## config.mk

```make
export PLATFORM = sky130hd
export DESIGN_NAME = sut_supervision_timer
export DESIGN_NICKNAME = d
export VERILOG_FILES = /design/src/include/sut_pkg.sv /design/src/rtl/sut_reset_pulse.sv /design/src/rtl/sut_supervision_timer.sv
export SDC_FILE = /design/constraint.sdc
export NUM_CORES = 1
export LEC_CHECK = 0
export BUFFER_PORTS_ARGS = -buffer_cell sky130_fd_sc_hd__buf_2
export CORE_ASPECT_RATIO = 1.25
export CORE_UTILIZATION = 51
export CTS_CLUSTER_DIAMETER = 60
export DETAILED_ROUTE_END_ITERATION = 10
export PLACE_DENSITY = 0.79
export SLEW_MARGIN = 20
export SYNTH_ARGS = -nofsm -noshare
export SYNTH_HDL_FRONTEND = slang
export SYNTH_SLANG_ARGS = --single-unit
```

## constraint.sdc

```tcl
create_clock -name clk -period 2.3 [get_ports clk]
set_input_delay 0.69 -clock clk [delete_from_list [all_inputs] [get_ports clk]]
set_output_delay 0.69 -clock clk [all_outputs]
set_load 0.01 [all_outputs]
```

## src/include/sut_pkg.sv

```systemverilog
// Constants and types shared by the supervision timer design.
// Assumes a single clock, the oscillator, and a synchronous power-on reset.
//
// Function
// RULE1 - Twenty-three bit counter on the oscillator clock
// RULE2 - Power-on reset forces count to zero
// RULE3 - Count advances by one each clock
// RULE4 - Overflow records event and resets microcontroller
// RULE5 - Two to the twenty-two periods allowed
// RULE6 - Writing one at 45H clears count
// RULE7 - Software clears before the count overflows
// RULE8 - Idle mode keeps counting and resetting
// RULE9 - Stop mode halts counter, keeps count
// RULE10 - Software clears before entering Stop mode
// RULE11 - Count restarts from zero after overflow
package sut_pkg;

    // ----------------------------------------------------------------
    // Counter geometry and timing
    // ----------------------------------------------------------------
    localparam int SUT_CNT_WIDTH = 23;
    localparam int SUT_PERIOD_EXP = 22;
    // Oscillator periods allowed between clears
    localparam int SUT_PERIOD_CYCLES = 2 ** SUT_PERIOD_EXP;
    // Clock cycles the microcontroller reset output stays high
    localparam int SUT_RESET_PULSE_CYCLES = 4;
    localparam logic [SUT_CNT_WIDTH-1:0] SUT_CNT_RESET = 23'h000000;

    // ----------------------------------------------------------------
    // Derivative register map
    // ----------------------------------------------------------------
    localparam int SUT_REG_ADDR_WIDTH = 8;
    localparam int SUT_REG_DATA_WIDTH = 8;
    localparam logic [SUT_REG_ADDR_WIDTH-1:0] SUT_ADDR_CLEAR_STROBE = 8'h45;
    localparam int SUT_CLEAR_BIT = 0;

    // ----------------------------------------------------------------
    // Types
    // ----------------------------------------------------------------
    typedef enum logic [1:0] {
        SUT_RUN,
        SUT_EXPIRED,
        SUT_RESETTING
    } sut_state_t;

    typedef struct packed {
        logic wrEn;
        logic [SUT_REG_ADDR_WIDTH-1:0] addr;
        logic [SUT_REG_DATA_WIDTH-1:0] data;
    } sut_reg_wr_t;

    typedef struct packed {
        logic idle;
        logic oscRun;
    } sut_mode_t;

endpackage

```

## src/rtl/sut_reset_pulse.sv

```systemverilog
// Stretches a one-cycle trigger into a fixed-length reset pulse.
// Assumes the trigger is a registered one-cycle pulse.
`timescale 1ns/100ps

module sut_reset_pulse
    import sut_pkg::*;
#(
    parameter int LEN = SUT_RESET_PULSE_CYCLES
) (
    // Clock and reset
    input wire logic clk,
    input wire logic srst,
    // Trigger in, pulse out
    input wire logic trigger,
    output logic pulseOut
);

    localparam int CW = $clog2(LEN + 1);

    generate
        if (LEN < 1) begin : g_bad_len
            $error("reset pulse length must be at least one cycle");
        end
    endgenerate

    typedef struct packed {
        logic active;
        logic [CW-1:0] remain;
    } sut_pulse_state_t;

    sut_pulse_state_t state_q;
    sut_pulse_state_t state_d;

    always_comb begin
        state_d = state_q;
        if (trigger) begin
            state_d.active = 1'b1;
            state_d.remain = CW'(LEN - 1);
        end else if (state_q.active) begin
            if (state_q.remain == '0) begin
                state_d.active = 1'b0;
            end else begin
                state_d.remain = state_q.remain - CW'(1);
            end
        end
    end

    always_ff @(posedge clk) begin
        if (srst) begin
            state_q <= '0;
        end else begin
            state_q <= state_d;
        end
    end

    assign pulseOut = state_q.active;

endmodule // sut_reset_pulse

```

## src/rtl/sut_supervision_timer.sv

```systemverilog
// Supervision timer: a free-running counter that resets the
// microcontroller unless software clears it in time.
// Assumes derivative register writes arrive synchronous to clk and that
// the oscillator-running flag is low only in Stop mode.
`timescale 1ns/100ps

module sut_supervision_timer
    import sut_pkg::*;
#(
    parameter int CNT_WIDTH = SUT_CNT_WIDTH,
    parameter int PERIOD_CYCLES = SUT_PERIOD_CYCLES,
    parameter int RESET_PULSE = SUT_RESET_PULSE_CYCLES
) (
    // Clock and power-on reset
    input wire logic clk,
    input wire logic srst,
    // Derivative register write port
    input wire logic regWrEn,
    input wire logic [SUT_REG_ADDR_WIDTH-1:0] regAddr,
    input wire logic [SUT_REG_DATA_WIDTH-1:0] regWrData,
    // Power mode
    input wire logic idleMode,
    input wire logic oscRun,
    // Status and reset outputs
    output logic [CNT_WIDTH-1:0] count,
    output logic clearSeen,
    output logic overflowEvent,
    output logic expiredCause,
    output logic mcuReset
);

    // ----------------------------------------------------------------
    // Parameter checks
    // ----------------------------------------------------------------
    generate
        if (CNT_WIDTH < 2 || CNT_WIDTH > 31) begin : g_bad_width
            $error("counter width out of range");
        end
        if (PERIOD_CYCLES < 2 || PERIOD_CYCLES > 2 ** (CNT_WIDTH - 1))
        begin : g_bad_period
            $error("period must fit below the counter top bit");
        end
        if (RESET_PULSE < 1) begin : g_bad_pulse
            $error("reset pulse must last at least one cycle");
        end
    endgenerate

    localparam logic [CNT_WIDTH-1:0] LAST_COUNT =
        CNT_WIDTH'(PERIOD_CYCLES - 1);

    // ----------------------------------------------------------------
    // Register decode
    // ----------------------------------------------------------------
    function automatic logic is_clear_write(input sut_reg_wr_t wr);
        is_clear_write = wr.wrEn && (wr.addr == SUT_ADDR_CLEAR_STROBE)
            && wr.data[SUT_CLEAR_BIT];
    endfunction

    function automatic logic counting(input sut_mode_t mode);
        // Idle keeps the oscillator alive, so only Stop freezes the count
        counting = mode.oscRun;
    endfunction

    sut_reg_wr_t regWr;
    sut_mode_t mode;

    assign regWr = '{wrEn: regWrEn, addr: regAddr, data: regWrData};
    assign mode = '{idle: idleMode, oscRun: oscRun};

    // ----------------------------------------------------------------
    // State
    // ----------------------------------------------------------------
    typedef struct packed {
        sut_state_t fsm;
        logic [CNT_WIDTH-1:0] cnt;
        logic clearSeen;
        logic ovf;
        logic cause;
    } sut_top_state_t;

    sut_top_state_t state_q;
    sut_top_state_t state_d;
    logic pulseActive;
    logic clearReq;

    assign clearReq = is_clear_write(regWr);

    always_comb begin
        state_d = state_q;
        state_d.ovf = 1'b0;
        state_d.clearSeen = clearReq;
        case (state_q.fsm)
            SUT_RUN: begin
                if (clearReq) begin
                    // RULE6 clear on write
                    state_d.cnt = '0;
                end else if (counting(mode)) begin
                    // RULE5 limit check
                    if (state_q.cnt == LAST_COUNT) begin
                        // RULE4 overflow event
                        state_d.cnt = '0;
                        state_d.ovf = 1'b1;
                        state_d.cause = 1'b1;
                        state_d.fsm = SUT_EXPIRED;
                    end else begin
                        // RULE3 increment by one
                        // RULE8 idle keeps counting
                        state_d.cnt = state_q.cnt + CNT_WIDTH'(1);
                    end
                end
                // RULE9 Stop holds the count when oscRun is low
            end
            SUT_EXPIRED: begin
                state_d.cnt = '0;
                state_d.fsm = SUT_RESETTING;
            end
            SUT_RESETTING: begin
                // RULE11 restart from zero
                state_d.cnt = '0;
                if (!pulseActive) begin
                    state_d.fsm = SUT_RUN;
                end
            end
            default: begin
                state_d.cnt = '0;
                state_d.fsm = SUT_RUN;
            end
        endcase
    end

    always_ff @(posedge clk) begin
        if (srst) begin
            // RULE2 zero at power-on
            state_q <= '{fsm: SUT_RUN, cnt: CNT_WIDTH'(SUT_CNT_RESET),
                clearSeen: 1'b0, ovf: 1'b0, cause: 1'b0};
        end else begin
            state_q <= state_d;
        end
    end

    // ----------------------------------------------------------------
    // Microcontroller reset pulse
    // ----------------------------------------------------------------
    // RULE4 drive chip reset
    sut_reset_pulse #(
        .LEN(RESET_PULSE)
    ) u_pulse (
        .clk(clk),
        .srst(srst),
        .trigger(state_q.ovf),
        .pulseOut(pulseActive)
    );

    // ----------------------------------------------------------------
    // Outputs
    // ----------------------------------------------------------------
    // RULE1 counter value out
    assign count = state_q.cnt;
    assign clearSeen = state_q.clearSeen;
    assign overflowEvent = state_q.ovf;
    assign expiredCause = state_q.cause;
    assign mcuReset = pulseActive;

endmodule // sut_supervision_timer

```

* After elaboration in Yosys (flattened, before gate mapping)
Index checks and enable logic that the tools add are counted.
Cells by class: $add $sub $neg 2, equal/unequal tests 10, multiplexer cells 12, bitwise operators 4, reduce and logical (&&, ||, !) cells 11
Operators by type and width (count):
- 25-bit case mux with 3 select lines | 1
- 23-bit two-way mux | 2
- 25-bit two-way mux | 1
- 23-bit by 1-bit adder with 23-bit output, second input constant | 1
- 23-bit by 22-bit equality test with 1-bit output, second input constant | 1
- 2-bit != test, second input constant | 5
- 8-bit by 7-bit equality test with 1-bit output, second input constant | 1
- 2-bit two-way mux | 4
- 4-bit two-way mux | 2
- 4-bit AND reduction | 2
- 1-bit inverter | 4
- 2-bit AND reduction | 2
- 4-bit OR reduction | 1
- 3-bit zero test | 1
- 3-bit two-way mux | 1
- 3-bit != test, second input constant | 1
- 3-bit by 1-bit subtractor with 3-bit output, second input constant | 1
- 2-bit by 1-bit equality test with 1-bit output, second input constant | 1
- 2-bit equality test, second input constant | 1
- 1-bit logical AND | 2
- 2-bit zero test | 1
- 2-bit nonzero test | 1
- 2-bit OR reduction | 1
- 1-bit two-way mux | 1
Storage, ports and cells: register bits after elaboration 32, bits of input ports 21, output and inout port bits 27, logic and storage cells 47

* Longest topological paths before layout
depth in word-level cells 5, gate-level depth with buffers 8, depth with buffers taken out 7

* Cells and area by module
A second synthesis with hierarchy kept.
Second synthesis, totals: cells, all modules 191, area, all modules 1692.9 um2
By module, submodules not included:
- sut_supervision_timer | times used 1, cells an instance 174, area each 1535.2 um2
- sut_reset_pulse | times used 1, cells an instance 17, area each 157.7 um2

* Worst setup path after synthesis
Ideal clock, no wire load.
kind input-to-reg, start point input regAddr[5], end point register state_q, in the netlist count[22], setup time 0.116 ns, data arrival time 1.914 ns, data required time 2.184 ns, setup slack 0.270 ns, stages on the path 5, buffers on the path 1, cell sequence or2_2 o31ai_4 buf_2 nand3_1 o211a_1
Between the ends: longest elaborated chain between the ends 5, elaborated cells on any way between the ends 6, those cells by class 2 x eq/ne; 2 x mux; 2 x reduce/logical
RTL lines:
- from (decl) | RTL line sut_supervision_timer.sv:19 | input wire logic [SUT_REG_ADDR_WIDTH-1:0] regAddr,
- 8-bit by 7-bit equality test with 1-bit output * | RTL line sut_supervision_timer.sv:55 | is_clear_write = wr.wrEn && (wr.addr == SUT_ADDR_CLEAR_STROBE)
- 1-bit logical AND * | RTL line sut_supervision_timer.sv:55
- 1-bit logical AND * | RTL line sut_supervision_timer.sv:56 | && wr.data[SUT_CLEAR_BIT];
- 23-bit two-way mux | RTL line sut_supervision_timer.sv:94 | if (clearReq) begin
- 25-bit case mux with 3 select lines | RTL line sut_supervision_timer.sv:92 | case (state_q.fsm)
- to (signal assigned) | RTL line sut_supervision_timer.sv:134 | state_q <= '{fsm: SUT_RUN, cnt: CNT_WIDTH'(SUT_CNT_RESET),
- to (signal assigned) | RTL line sut_supervision_timer.sv:137 | state_q <= state_d;
- to (decl) | RTL line sut_supervision_timer.sv:81 | sut_top_state_t state_q;
Every way passes the cells marked *; elsewhere a longest branch is shown, timed or not. A chain may end at the register's enable or synchronous reset.

* Worst setup path in the final report
start point register state_q, in the netlist count[0], end point register state_q, in the netlist count[5]
Between the ends: longest elaborated chain between the ends 5, elaborated cells on any way between the ends 6, those cells by class 1 x add/sub; 1 x eq/ne; 4 x mux
RTL lines:
- 23-bit by 1-bit adder with 23-bit output or 23-bit by 22-bit equality test with 1-bit output (tied branches) | RTL line sut_supervision_timer.sv:108, sut_supervision_timer.sv:99
- 23-bit two-way mux * | RTL line sut_supervision_timer.sv:99 | if (state_q.cnt == LAST_COUNT) begin
- 25-bit two-way mux * | RTL line sut_supervision_timer.sv:97 | end else if (counting(mode)) begin
- 23-bit two-way mux * | RTL line sut_supervision_timer.sv:94
- 25-bit case mux with 3 select lines * | RTL line sut_supervision_timer.sv:92
Every way passes the cells marked *; elsewhere a longest branch is shown, timed or not. The select of a mux whose other input is x is not followed.

==> run summary <==
The maximum fanout encountered on the critical timing path is 15. The wire length of the first global-routing pass is 5292 µm. The worst endpoint required time came out at 2540 ps. The number of synthesized flops with an enable pin is 0. The total chip power came out at around 0.0011 W. The row count came out at 22. The sum of routed wire length over all layers came out at 3079 µm. In the synthesized netlist the dominant register cell turns out to be sky130_fd_sc_hd__dfxtp_1. The static leakage power is 0.8155 nW. Port buffering added 39 buffers.

The starting utilization of the core area is around 55%. The most used cell along the critical path is sky130_fd_sc_hd__nand2_1. The worst relative slew slack is a little under three quarters. In this run, post-CTS repair resized a total of 0 instances. The average instance area after synthesis is 8.610 µm². The via count of the first global-routing pass came out at ~1300. After routing, the total negative slack on setup checks comes to 0 ps. Of the total synthesized cell area, the portion taken by AND, OR, NAND and NOR gates is 30.11%. The cell count after synthesis came out at slightly below 200.

The kind of launch point of the worst setup path is a register. The post-route antenna net violation count came out at 0. The slowest cell on the critical path is sky130_fd_sc_hd__dfxtp_1. The number of inserted filler cells in the final layout came out at about 300.

Summing all placed instances gives a cell area of 1772 µm². Counting along the longest clock path gives a buffer depth of 2. The pin count of the biggest net entering global routing came out at 17. The maximum level of the CTS H-tree came out at 2. The worst clock skew came out at 3.955 ps. The layout cell share with drive strength beyond 1 is 28.05%. The clock reaches the later pin of the worst-skew pair after 340 ps. The sequential standard cell area is 640.6 µm². The number of ports placed on the die boundary is 48. The total clock buffers created by CTS is 5.

Data arrives at the worst endpoint at 2080 ps. The cell family contributing the most delay on the critical path is simple AND/OR/NAND/NOR gates. The via density per instance is 5.455.

The number of buffers inserted for hold repair after clock tree synthesis is 0. The critical path in this run is classified as reg -> reg. In this run the standard cell core region covers 3028 µm². The final cycle utilization of the critical path is ~80%.

The largest single stage delay on the critical path is 440 ps. The signal on the critical path passes through ha_1 -> and4_1 -> and4bb_1 -> nand2_1 -> nand2_1 -> buf_4 -> nor2_1. The netlist uses 36 different library cells.

The number of warnings reported in the yosys synthesis log is 0. The fraction of the mapped netlist area in compound gates came out at 7.865%. The leftover overflow at the end of global routing came out at 0. In the post-synthesis netlist, the biggest area contributors are sky130_fd_sc_hd__dfxtp_1 38%, sky130_fd_sc_hd__buf_4 10%, sky130_fd_sc_hd__xor2_1 8.9%. The final setup violation count is 0. After synthesis, the largest family of logic cells by area is simple AND/OR/NAND/NOR gates.

Routability-driven placement finished with a final weighted congestion of just under 0.8. The initial antenna violation count is 0. The critical path endpoint category is a register. The final hold violation count came out at 0. The worst hold path class is reg -> reg. The footprint of the multi-input gates is around 830 µm².

The TritonCTS clock tree is built. In the layout the commonest cells are 39 x sky130_fd_sc_hd__buf_2, 32 x sky130_fd_sc_hd__nor2_1, 32 x sky130_fd_sc_hd__dfxtp_1, 17 x sky130_fd_sc_hd__xor2_1, 16 x sky130_fd_sc_hd__nand2_1. The antenna cell count is 0. The multiplexer share of the synthesized area is 1.348%.

The largest total area in the synthesized netlist belongs to sky130_fd_sc_hd__dfxtp_1. For this design, the sink count on the clock tree is 32. The maximum vdd ir drop is 0.0004274 V. The slew at the pin with the worst max-slew slack came out at 419.8 ps.

The cell area after synthesis came out at 1670 µm². The width of the die came out at approximately 53 µm. The total vias in the final route is 1402. The CTS root buffer is sky130_fd_sc_hd__clkbuf_4. The die span in y is 65.99 µm.

The growth of design area from synthesis to finish is 11.76%. After legalization and detailed placement, the total HPWL measured 2293 µm. After the first detailed-routing iteration, the DRC count stood at 21.

The count of nets after finishing came out at 243. The maximum clock frequency is 543.1 MHz. The iteration count of the initial detailed-routing pass is 4.

In this run the post-CTS setup repair buffer count came out at 0. The synthesized netlist devotes 8.914% of its cell area to XOR and XNOR gates. The sequential element share of the synthesized area came out at 38.35%. The number of maximum-capacitance constraint violations came out at 0. The synthesized netlist net count is 217. The final period demand of the worst path came out at 1841 ps.

After clock tree synthesis, the clock-pin slew on the worst setup and hold paths is 100 ps. The share of Yosys cell area claimed by the top area cell type is 38.35%. The total of flip-flops plus latches after synthesis came out at 32. The share of synthesized flip-flops with an asynchronous set or reset came out at 0%.

The routed length per placed instance came out at 11.98 µm. The post-route DRC violation count came out at 0. The count of final max-slew check failures came out at 0.

The areal power density over the cells came out at 585.8 nW/µm². The most common library cell in the layout ignoring fill and taps is sky130_fd_sc_hd__buf_2. The full die area is roughly 3500 µm². The flow ran to the end, and the final reports show no timing, DRC or antenna violations. The post-route cell area came out at around 1900 µm².

The post-synthesis share of cell area spent on full adders, half adders and majority gates is about 1.5%. Global routing consumed, over all layers together, 20.66% of the routing resources. The count of buffer and inverter cells on the critical path came out at 1. Setup repair after global routing left no endpoint under its margin.
[metrics by stage]
step | hold slack (ps) | setup slack [ps] | cells | util (%)
finish | 476.2 | 458.6 | 257 | 61.65
global route | 498.2 | 314.5 | 257 | 61.65
CTS | 481.7 | 434.3 | 257 | 61.65
detailed placement | 466.2 | 213.3 | 249 | 58.51
global placement | 459.7 | 217.4 | 249 | 58.51
floorplan | 439.0 | 269.9 | 194 | -
[cell families (layout without fill, tap and decap cells)]
| family | count (synthesis) | in the layout |
|---|---|---|
| compound gates | 17 | 17 |
| mux | 2 | 2 |
| xor+xnor | 17 | 17 |
| fa+ha+maj | 2 | 2 |
| buf+inv | 29 | 56 |
| flops | 32 | 32 |
| simple gates | 95 | 95 |
[power by group]
group | internal [W] | switching (W)
Sequential | 0.000557 | 0.00000434
Clock | 0.000288 | 0.000193
Combinational | 0.0000214 | 0.0000298
Total | 0.000867 | 0.000227
[Yosys cell counts (all sizes together), types with 2 or more instances]
cell type / count
dfxtp: 32
o31ai: 5
inv: 2
ha: 2
xor2: 17
nand4b: 3
nor4: 3
mux2: 2
nand3: 12
nand4: 10
nor3: 6
buf: 26
a21oi: 6
and3: 3
and4: 2
nor2b: 2
nand2: 16
a211oi: 2
nor2: 32
[worst paths after layout]
path	cells after the start	endpoint	slack, ps	start
min	1	count[22]	480	count[22]
max reg2reg	7	count[5]	460	count[0]
max	7	count[5]	460	count[0]
min reg2reg	1	count[22]	480	count[22]
[cell type report]
type | instances | area share [%]
Sequential cell | 32 | 34.32
Clock buffer | 7 | 3.485
Inverter | 2 | 0.4021
Timing Repair Buffer | 46 | 13.27
Clock inverter | 1 | 1.609
Multi-Input combinational cell | 133 | 44.50
Tap cell | 36 | 2.413
[registers in the layout, summed over array words and instances, names as in the netlist]
name,flops
u_pulse.pulseOut,1
clearSeen,1
u_pulse.state_q,3
overflowEvent,1
state_q,2
count,23
expiredCause,1
[per-layer routing]
layer,global-route usage [%],vias up,share of wire (%)
met5,0,-,0
met1,22.41,655,43
li1,-,707,-
met4,5.921,0,1.5
met3,6.897,6,4.6
met2,37.03,34,51
Power figures use the tool's default switching activity.
